### src/inc/pfc_map.vh
// offsets, fields, reset values and timing counts of the pause flow control block
`ifndef PFC_MAP_VH
`define PFC_MAP_VH

// register byte offsets
`define PFC_REG_CTRL 4'h0
`define PFC_REG_ADDR_LO 4'h4
`define PFC_REG_ADDR_HI 4'h8
`define PFC_REG_STATUS 4'hc

// control fields
`define PFC_CTRL_TX_EN 0
`define PFC_CTRL_RX_EN 5
`define PFC_CTRL_RESET 32'h0000_0000

// status fields
`define PFC_STAT_PAUSED 0
`define PFC_STAT_PENDING 1
`define PFC_STAT_SENDING 2
`define PFC_STAT_LEFT_LSB 16

// pause frame address reset value
`define PFC_ADDR_RESET 48'h0000_0000_0000

// frame constants
`define PFC_MCAST_DA 48'h0180_c200_0001
`define PFC_CTRL_TYPE 16'h8808
`define PFC_PAUSE_OP 16'h0001
`define PFC_CTRL_LEN 16'h0040

// pause quantum timing
`define PFC_QUANTUM_BITS 512
`define PFC_QUANTUM_NS_X10 512
`define PFC_DATAPATH_BITS 64
`define PFC_QUANTUM_CYC (`PFC_QUANTUM_BITS / `PFC_DATAPATH_BITS)

`endif

### src/verilog/pfc_top.v
// pause frame flow control: pause send, pause decode, transmit hold-off, avalon registers
//
// Chosen here: the Avalon-MM slave port and the register offsets.
`timescale 1ns/1ns
`include "pfc_map.vh"

module pfc_top (
  // clock and reset
  input wire mclk,
  input wire reset_n,
  // avalon-mm slave
  input wire [3:0] avs_address,
  input wire avs_read,
  input wire avs_write,
  input wire [3:0] avs_byteenable,
  input wire [31:0] avs_writedata,
  output reg [31:0] avs_readdata,
  output wire avs_waitrequest,
  // client pause request
  input wire pause_req,
  input wire [15:0] pause_val,
  // client transmit handshake
  input wire tx_client_req,
  output reg tx_ack,
  // transmit line state and pause framer
  input wire tx_line_busy,
  output reg tx_pause_valid,
  output reg [47:0] tx_pause_da,
  output reg [47:0] tx_pause_sa,
  output reg [15:0] tx_pause_type,
  output reg [15:0] tx_pause_opcode,
  output reg [15:0] tx_pause_param,
  input wire tx_pause_done,
  // transmit statistics
  output reg tx_stat_valid,
  output reg tx_stat_pause,
  // received frame summary
  input wire rx_frame_end,
  input wire rx_checks_ok,
  input wire [15:0] rx_length,
  input wire [47:0] rx_da,
  input wire [15:0] rx_type,
  input wire [15:0] rx_opcode,
  input wire [15:0] rx_param,
  // receive client marks and statistics
  output reg rx_good_frame,
  output reg rx_bad_frame,
  output reg rx_stat_valid,
  output reg rx_stat_flow
);

  localparam ST_IDLE = 2'b00;
  localparam ST_PAUSE = 2'b01;
  localparam ST_CLIENT = 2'b10;
  localparam integer QCYC_N = `PFC_QUANTUM_CYC;
  localparam [2:0] QCYC_LAST = QCYC_N[2:0] - 3'h1;

  // write the enabled byte lanes into a word
  function [31:0] merge_be;
    input [31:0] old;
    input [31:0] wdata;
    input [3:0] be;
    integer i;
    begin
      merge_be = old;
      for (i = 0; i < 4; i = i + 1) begin
        if (be[i]) begin
          merge_be[i*8 +: 8] = wdata[i*8 +: 8];
        end
      end
    end
  endfunction

  // address match against multicast or configured address
  function addr_hit;
    input [47:0] da;
    input [47:0] own;
    begin
      addr_hit = (da == `PFC_MCAST_DA) || (da == own);
    end
  endfunction

  // one-hot register select, shared by the write and read paths
  function [3:0] reg_sel;
    input [3:0] addr;
    begin
      case (addr)
        `PFC_REG_CTRL: reg_sel = 4'h1;
        `PFC_REG_ADDR_LO: reg_sel = 4'h2;
        `PFC_REG_ADDR_HI: reg_sel = 4'h4;
        `PFC_REG_STATUS: reg_sel = 4'h8;
        default: reg_sel = 4'h0;
      endcase
    end
  endfunction

  // register file and bus handshake
  reg [31:0] ctrl;
  reg [47:0] pause_addr;
  reg bus_ack;
  // transmit arbitration
  reg [1:0] tx_state;
  reg pend;
  reg [15:0] pend_val;
  // pause timer and register read data
  reg [15:0] pause_left;
  reg [2:0] quantum_cyc;
  reg [31:0] next_readdata;

  wire tx_en = ctrl[`PFC_CTRL_TX_EN];
  wire rx_en = ctrl[`PFC_CTRL_RX_EN];
  wire paused = (pause_left != 16'h0000);
  wire bus_req = avs_read | avs_write;
  // requests are ignored while pause sending is disabled
  wire take_req = pause_req & tx_en;
  wire rx_is_ctrl = (rx_type == `PFC_CTRL_TYPE);
  wire rx_err_free = rx_checks_ok & (~rx_is_ctrl | (rx_length == `PFC_CTRL_LEN));

  // pause decode of an error-free control frame
  wire rx_da_hit = addr_hit(rx_da, pause_addr);
  wire rx_op_hit = (rx_opcode == `PFC_PAUSE_OP);
  wire rx_act = rx_frame_end & rx_err_free & rx_is_ctrl & rx_en & rx_da_hit & rx_op_hit;
  // receive marks; an acted-on pause goes to the client as failed
  wire next_good = rx_frame_end & rx_err_free & ~rx_act;
  wire next_bad = rx_frame_end & (~rx_err_free | rx_act);
  // client grant is withheld while the pause timer runs
  wire launch = (tx_state == ST_IDLE) & pend & ~tx_line_busy & ~tx_ack;
  wire grant = (tx_state == ST_IDLE) & ~pend & tx_client_req & ~tx_line_busy & ~paused & ~tx_ack;

  // bus decode; a write lands on the edge after the one that ends the wait state
  wire [3:0] sel = reg_sel(avs_address);
  wire wr_commit = avs_write & bus_ack;
  wire rd_take = avs_read & ~bus_ack;
  wire [5:0] lane_we;
  wire [47:0] next_addr;
  // last cycle of a pause unit
  wire quantum_end = (quantum_cyc == QCYC_LAST);

  // one wait state on every access
  // read data are loaded on the first edge and stand through the second
  assign avs_waitrequest = bus_req & ~bus_ack;

  always @(posedge mclk) begin
    if (!reset_n) begin
      bus_ack <= 1'b0;
    end else begin
      bus_ack <= bus_req & ~bus_ack;
    end
  end

  // byte-lane merge of the six pause address bytes
  // the high register only carries bytes four and five
  genvar lane;
  generate
    for (lane = 0; lane < 6; lane = lane + 1) begin : g_addr_lane
      if (lane < 4) begin : g_lo
        assign lane_we[lane] = wr_commit & sel[1] & avs_byteenable[lane];
      end else begin : g_hi
        assign lane_we[lane] = wr_commit & sel[2] & avs_byteenable[lane - 4];
      end
      assign next_addr[lane*8 +: 8] = lane_we[lane] ? avs_writedata[(lane % 4)*8 +: 8] :
                                      pause_addr[lane*8 +: 8];
    end
  endgenerate

  // register writes; status is read-only and only two enable bits are kept
  always @(posedge mclk) begin
    if (!reset_n) begin
      ctrl <= `PFC_CTRL_RESET;
      pause_addr <= `PFC_ADDR_RESET;
    end else begin
      pause_addr <= next_addr;
      if (wr_commit && sel[0]) begin
        ctrl <= merge_be(ctrl, avs_writedata, avs_byteenable) &
                ((32'h1 << `PFC_CTRL_TX_EN) | (32'h1 << `PFC_CTRL_RX_EN));
      end
    end
  end

  // register reads, unmapped reads zero
  always @* begin
    next_readdata = 32'h0000_0000;
    case (sel)
      4'h1: next_readdata = ctrl;
      4'h2: next_readdata = pause_addr[31:0];
      4'h4: next_readdata = {16'h0000, pause_addr[47:32]};
      4'h8: begin
        next_readdata[`PFC_STAT_PAUSED] = paused;
        next_readdata[`PFC_STAT_PENDING] = pend;
        next_readdata[`PFC_STAT_SENDING] = tx_pause_valid;
        next_readdata[`PFC_STAT_LEFT_LSB +: 16] = pause_left;
      end
      default: next_readdata = 32'h0000_0000;
    endcase
  end

  always @(posedge mclk) begin
    if (!reset_n) begin
      avs_readdata <= 32'h0000_0000;
    end else if (rd_take) begin
      avs_readdata <= next_readdata;
    end
  end

  // pending pause request, latest value kept
  // a request in the launch cycle wins and queues one more frame
  always @(posedge mclk) begin
    if (!reset_n) begin
      pend <= 1'b0;
      pend_val <= 16'h0000;
    end else if (take_req) begin
      pend <= 1'b1;
      pend_val <= pause_val;
    end else if (launch) begin
      pend <= 1'b0;
    end else if (!tx_en) begin
      // disabling the sender drops a request that has not gone out
      pend <= 1'b0;
    end
  end

  // transmit arbiter: pause frame ahead of client frames
  always @(posedge mclk) begin
    if (!reset_n) begin
      tx_state <= ST_IDLE;
      tx_ack <= 1'b0;
      tx_pause_valid <= 1'b0;
      tx_pause_da <= 48'h0000_0000_0000;
      tx_pause_sa <= 48'h0000_0000_0000;
      tx_pause_type <= 16'h0000;
      tx_pause_opcode <= 16'h0000;
      tx_pause_param <= 16'h0000;
      tx_stat_valid <= 1'b0;
      tx_stat_pause <= 1'b0;
    end else begin
      tx_ack <= 1'b0;
      tx_stat_valid <= 1'b0;
      case (tx_state)
        ST_IDLE: begin
          if (launch) begin
            // held-off state does not block this path
            tx_state <= ST_PAUSE;
            tx_pause_valid <= 1'b1;
            tx_pause_da <= `PFC_MCAST_DA;
            tx_pause_sa <= pause_addr;
            tx_pause_type <= `PFC_CTRL_TYPE;
            tx_pause_opcode <= `PFC_PAUSE_OP;
            tx_pause_param <= pend_val;
          end else if (grant) begin
            // client frames of any type pass unchanged
            tx_ack <= 1'b1;
            tx_state <= ST_CLIENT;
          end
        end
        ST_PAUSE: begin
          if (tx_pause_done) begin
            tx_pause_valid <= 1'b0;
            tx_stat_valid <= 1'b1;
            tx_stat_pause <= 1'b1;
            tx_state <= ST_IDLE;
          end
        end
        ST_CLIENT: begin
          // wait for the granted frame to claim the line
          if (tx_line_busy) begin
            tx_state <= ST_IDLE;
          end
        end
        default: begin
          tx_state <= ST_IDLE;
        end
      endcase
      if (grant && !launch) begin
        tx_stat_pause <= 1'b0;
      end
    end
  end

  // receive marking and statistics
  // the statistics flag stays until the next frame end
  always @(posedge mclk) begin
    if (!reset_n) begin
      rx_good_frame <= 1'b0;
      rx_bad_frame <= 1'b0;
      rx_stat_valid <= 1'b0;
      rx_stat_flow <= 1'b0;
    end else begin
      rx_stat_valid <= rx_frame_end;
      rx_good_frame <= next_good;
      rx_bad_frame <= next_bad;
      if (rx_frame_end) begin
        rx_stat_flow <= rx_act;
      end
    end
  end

  // pause timer in units of eight datapath cycles
  // a new pause frame restarts the unit phase as well as the count
  always @(posedge mclk) begin
    if (!reset_n) begin
      pause_left <= 16'h0000;
      quantum_cyc <= 3'h0;
    end else if (rx_act) begin
      pause_left <= rx_param;
      quantum_cyc <= 3'h0;
    end else if (paused) begin
      if (quantum_end) begin
        quantum_cyc <= 3'h0;
        pause_left <= pause_left - 16'h0001;
      end else begin
        quantum_cyc <= quantum_cyc + 3'h1;
      end
    end else begin
      quantum_cyc <= 3'h0;
    end
  end

endmodule

### config.mk
export PLATFORM = sky130hd
export DESIGN_NAME = pfc_top
export DESIGN_NICKNAME = d
export VERILOG_FILES = /design/src/verilog/pfc_top.v
export VERILOG_INCLUDE_DIRS = /design/src /design/src/inc
export SDC_FILE = /design/constraint.sdc
export NUM_CORES = 1
export LEC_CHECK = 0
export ABC_AREA = 1
export BUFFER_PORTS_ARGS = -buffer_cell sky130_fd_sc_hd__buf_2
export CAP_MARGIN = 30
export CORE_ASPECT_RATIO = 1.25
export CORE_UTILIZATION = 30
export CTS_CLUSTER_SIZE = 8
export DETAILED_ROUTE_END_ITERATION = 10
export GPL_TIMING_DRIVEN = 0
export SYNTH_ARGS = -nofsm -noshare
export SYNTH_HDL_FRONTEND = slang
export SYNTH_SLANG_ARGS = --single-unit
### constraint.sdc
create_clock -name mclk -period 2.75 [get_ports mclk]
set_input_delay 0.55 -clock mclk [delete_from_list [all_inputs] [get_ports mclk]]
set_output_delay 0.55 -clock mclk [all_outputs]
set_load 0.02 [all_outputs]
# Word level (Yosys, flattened, before mapping)
# Cells that the tools add are included.
# Widths: inputs -> output; s select.
classes:
  n_addsub: 2
  bitwise: 41
  n_eq_ne: 20
  muxes: 20
  reduce_logical: 20
op_table:
  columns: ["cell", "count"]
  rows:
  - ["$eq 48x41->1 const B", 1]
  - ["$eq 48x48->1", 1]
  - ["$mux 16", 3]
  - ["$pmux 13 s3", 1]
  - ["$pmux 16 s2", 1]
  - ["$and 1x1->1", 28]
  - ["$eq 16x1->1 const B", 1]
  - ["$eq 16x16->1 const B", 1]
  - ["$eq 16x7->1 const B", 1]
  - ["$pmux 4 s4", 1]
  - ["$reduce_bool 16->1", 1]
  - ["$sub 16x1->16 const B", 1]
  - ["$eq 4x4->1 const B", 3]
  - ["$pmux 3 s4", 1]
  - ["$not 1->1", 10]
  - ["$reduce_and 2->1", 5]
  - ["$eq 4x3->1 const B", 2]
  - ["$mux 2", 4]
  - ["$mux 1", 7]
  - ["$ne 2x2->1 const B", 3]
  - ["$pmux 2 s3", 1]
  - ["$reduce_and 3->1", 2]
  - ["$reduce_bool 2->1", 3]
  - ["$eq 4x1->1 const B", 1]
  - ["other kinds (17)", 20]
word_totals:
  in_bits: 178
  regBits: 196
  word_cells: 130

# Logic depth before layout (Yosys ltp)
depth:
  ltp_word: 11
  mapped_depth: 16
  depth_no_buf: 15

# Least setup slack after synthesis
# Ideal clock, no wire load.
synth_path:
  kind: "input to register"
  from: "in avs_address[1]"
  to: "reg pause_addr[11]"
  slack_ns: 0.902
  required_ns: 2.631
  cell_stages: 11
  setup_time_ns: 0.119
  t_arrival_ns: 1.729
  path_buffers: 1
  path_cell_list: "nor2_1 inv_2 nor3_4 inv_2 nor2_4 inv_2 nor2_2 inv_2 buf_2 o21ai_1 a21oi_1"
synth_via:
  elab_chain_len: 4
synth_rtl:
  columns: ["element", "line", "text"]
  rows:
  - ["start: declaration", "pfc_top.v:12", "input wire [3:0] avs_address,"]
  - ["$eq 4x4->1 (tied with other cells)", "pfc_top.v:87", "case (addr)"]
  - ["$pmux 4 s4 (*)", "pfc_top.v:87", null]
  - ["$and 1x1->1 (*) (2 in a row)", "pfc_top.v:157", "assign lane_we[lane] = wr_commit & sel[1] & avs_byteenable[lane];"]
  - ["end signal: assignment", "pfc_top.v:170", "pause_addr <= `PFC_ADDR_RESET;"]
  - ["end signal: assignment", "pfc_top.v:172", "pause_addr <= next_addr;"]
  - ["end: declaration", "pfc_top.v:99", "reg [47:0] pause_addr;"]
# Mark *: on every way between the ends. The rest lies on a longest branch, timed or not.
# A chain may end at the register's enable or synchronous reset.

# Final worst setup path
layout_path:
  from: "reg pend"
  to: "reg tx_pause_sa[15]"
layout_via:
  elab_chain_len: 4
layout_rtl:
  columns: ["element", "line", "text"]
  rows:
  - ["start: declaration", "pfc_top.v:103", "reg pend;"]
  - ["start signal: assignment", "pfc_top.v:209", "pend <= 1'b0;"]
  - ["start signal: assignment", "pfc_top.v:212", "pend <= 1'b1;"]
  - ["start signal: assignment", "pfc_top.v:215", "pend <= 1'b0;"]
  - ["$and 1x1->1 (3 in a row)", "pfc_top.v:127", "wire launch = (tx_state == ST_IDLE) & pend & ~tx_line_busy & ~tx_ack;"]
  - ["$reduce_and 2->1 (no line)", null, null]
  - ["end signal: assignment", "pfc_top.v:245", "tx_pause_sa <= pause_addr;"]
  - ["end: declaration", "pfc_top.v:29", "output reg [47:0] tx_pause_sa,"]
# No other way between the ends.

==> flow_metrics.env <==
export IMPL_synth_most_common_cell="nand2_1"
export IMPL_fmax_mhz=439
export IMPL_worst_slew_pin_slew_ns=0.833
export IMPL_gp_congestion=0.942
export IMPL_drt_total_wl_um=38100
export IMPL_finalClockSkew_ns=0.00741
export IMPL_multiInputGateArea_um2=4610
export IMPL_path_class="register to register"
export IMPL_die_area_um2=32800
export IMPL_yosys_warnings=0
export IMPL_pre_cts_slack_ns=0.167
export IMPL_grt_overflow_total=0
export IMPL_dp_cells=2162
export IMPL_synth_edf_count=0
export IMPL_root_buffer="clkbuf_16"
export IMPL_fin_crit_sh_pct=82.9
export IMPL_max_cap_violations=0
export IMPL_cts_tree="yes"
export IMPL_crit_path_start_kind="register"
export IMPL_yosysTopAreaCellShare_pct=40.3
export IMPL_clk_pin_slew_ns=0.07
export IMPL_power_density_nw_per_um2=504
export IMPL_crit_chain="clkbuf_1, clkbuf_1, buf_1, nand3_1, a21oi_1"
export IMPL_ir_drop_mv=0.339
export IMPL_ys_top_cells_by_area="dfxtp_1 40%, nand2_1 11%, a21oi_1 7.2%, nor2_1 6.5%, buf_4 6.2%"
export IMPL_ant_nets=0
export IMPL_grt_pass1_wl_um=56700
export IMPL_fill_cells=3367
export IMPL_vias=10100
export IMPL_cts_setup_buffers=0
export IMPL_area_growth_pct=29.8
export IMPL_rows=72
export IMPL_crit_path_max_fanout=10
export IMPL_critical_path_buf_inv_count=3
export IMPL_coreArea_um2=31300
export IMPL_synth_flop_cell="dfxtp_1"
export IMPL_p_leak_nw=5.77
export IMPL_cpMostUsedCell="clkbuf_1"
export IMPL_grt_max_degree=18
export IMPL_start_util_pct=30.8
export IMPL_cts_sinks=194
export IMPL_setup_slack_ns=0.470
export IMPL_die_w_um=162
export IMPL_setup_viol=0
export IMPL_final_util_pct=40.0
export IMPL_post_dp_hpwl_um=31500
export IMPL_drc=0
export IMPL_grt_pass1_vias=9784
export IMPL_cp_arrival_ns=2.65
export IMPL_hold_viol_final=0
export IMPL_drive_gt1_share_pct=24.5
export IMPL_timing_hold_ws_ns=0.341
export IMPL_cts_max_level=4
export IMPL_ys_ff_latch=194
export IMPL_hold_path_class="primary input to register"
export IMPL_rrSetupSlack_ns=0.47
export IMPL_groute_usage_overall_pct=23.1
export IMPL_avgSynthCellArea_um2=6.90
export IMPL_synth_cell_types=40
export IMPL_cts_buffers=17
export IMPL_max_stage_delay_ns=0.66
export IMPL_stdcell_count=2197
export IMPL_slew_headroom_pct=44.5
export IMPL_worst_path_stages=5
export IMPL_required_ns=3.12
export IMPL_synthArstFlopShare_pct=0
export IMPL_outcome="completed"
export IMPL_syn_cell_area_um2=9630
export IMPL_ys_seq_area_share_pct=40.3
export IMPL_drtIter0Drc=646
export IMPL_clk_path_buf_depth=2
export IMPL_cp_end_kind="register"
export IMPL_synth_common_cells="285 x nand2_1, 194 x dfxtp_1, 167 x nor2_1"
export IMPL_io_buffers=292
export IMPL_insertion_delay_ns=0.44
export IMPL_min_path_cells=2
export IMPL_seq_area_um2=3880
export IMPL_ctsHoldBuffers=0
export IMPL_wl_per_cell_um=17.3
export IMPL_nets=1955
export IMPL_period_minus_slack_ns=2.28
export IMPL_rsz0062_at_grt="no"
export IMPL_ctsResizeCount=0
export IMPL_rr_worst_depth=5
export IMPL_crit_path_top_delay_cell="buf_1"
export IMPL_antenna_found_initial=4
export IMPL_cp_top_family="buffers and inverters"
export IMPL_first_pass_iters=5
export IMPL_yosysTopAreaCell="dfxtp_1"
export IMPL_vias_per_cell=4.61
export IMPL_fp_dieH_um=202
export IMPL_io_pins=363
export IMPL_syn_inst=1394
export IMPL_report_final_slew_viol_count=0
export IMPL_setup_tns_ns=0
-- sequential cells by signal, indices dropped and copies added, names as in the netlist --
name and flops:
rx_good_frame 1, tx_ack 1, rx_stat_valid 1, avs_readdata 32, tx_state 2, quantum_cyc 3, bus_ack 1, tx_stat_valid 1
rx_bad_frame 1, tx_pause_sa 48, ctrl 2, rx_stat_flow 1, pause_addr 48, tx_pause_valid 1, tx_pause_opcode 1, pause_left 16
pend_val 16, pend 1, tx_pause_param 16, tx_stat_pause 1
-- through the flow --
stage | instance area, µm² | power [mW]
detailed placement | 11900 | 3.62
floorplan | 9880 | 3.31
global route | 12500 | 6.49
finish | 12500 | 6.29
global placement | 11900 | 3.62
CTS | 12500 | 6.33
-- metal layers --
metal / part of all wire (%) / GRT usage (%)
met1: 42 / 27.5
met2: 48 / 39.3
met4: 4.2 / 11.9
met3: 6.3 / 4.49
met5: 0.032 / 0
-- cell families after synthesis --
group / after synthesis / share of synthesized area (%)
buf+inv: 284 / 14.4
simple gates: 618 / 27.3
fa+ha+maj: 3 / 0.390
compound gates: 260 / 14.4
flops: 194 / 40.3
other cells: 1 / 0.0390
xor+xnor: 34 / 3.09
-- worst paths after layout --
check                                                     to                 startpoint
worst min-delay path                 rx_bad_frame$_SDFF_PN0_               rx_checks_ok
worst max-delay path            tx_pause_sa[15]$_SDFFE_PN0P_          pend$_SDFFE_PN0P_
worst max register to register  tx_pause_sa[15]$_SDFFE_PN0P_          pend$_SDFFE_PN0P_
worst min register to register     quantum_cyc[0]$_SDFF_PP0_  quantum_cyc[0]$_SDFF_PP0_
-- cell usage in the layout (no fill, tap or decap), types with 6 or more instances in the layout --
cell type  count
xor2_1        10
conb_1        70
nor2_1       167
clkbuf_1      43
nand3_1       97
nor3_1        22
o21ai_0       92
o221ai_1      17
inv_1        132
o22ai_1        6
a21oi_1      139
dfxtp_1      194
xnor2_1       24
nand4_1       12
clkbuf_16     17
buf_4         80
buf_2        309
nand2_1      285
buf_1          6
inv_2          6
nand3b_1      13
-- report_power, final --
part	leakage, nW	switching (mW)	internal (mW)
combinational	3.91	0.454	0.260
sequential	1.57	0.0176	2.83
clock	0.296	1.19	1.54
total	5.77	1.66	4.63
-- area by class of cell --
cell class                 count  area share, %
timing repair buffer         292           11.7
clock buffer                  18           3.44
buffer                       145           6.93
inverter                     139           4.18
tap                          407           4.08
antenna                        3         0.0601
clock inverter                14           1.61
sequential                   194           31.1
multi-input combinational    985           36.9
No activity file was read; power rests on OpenSTA's default activity.
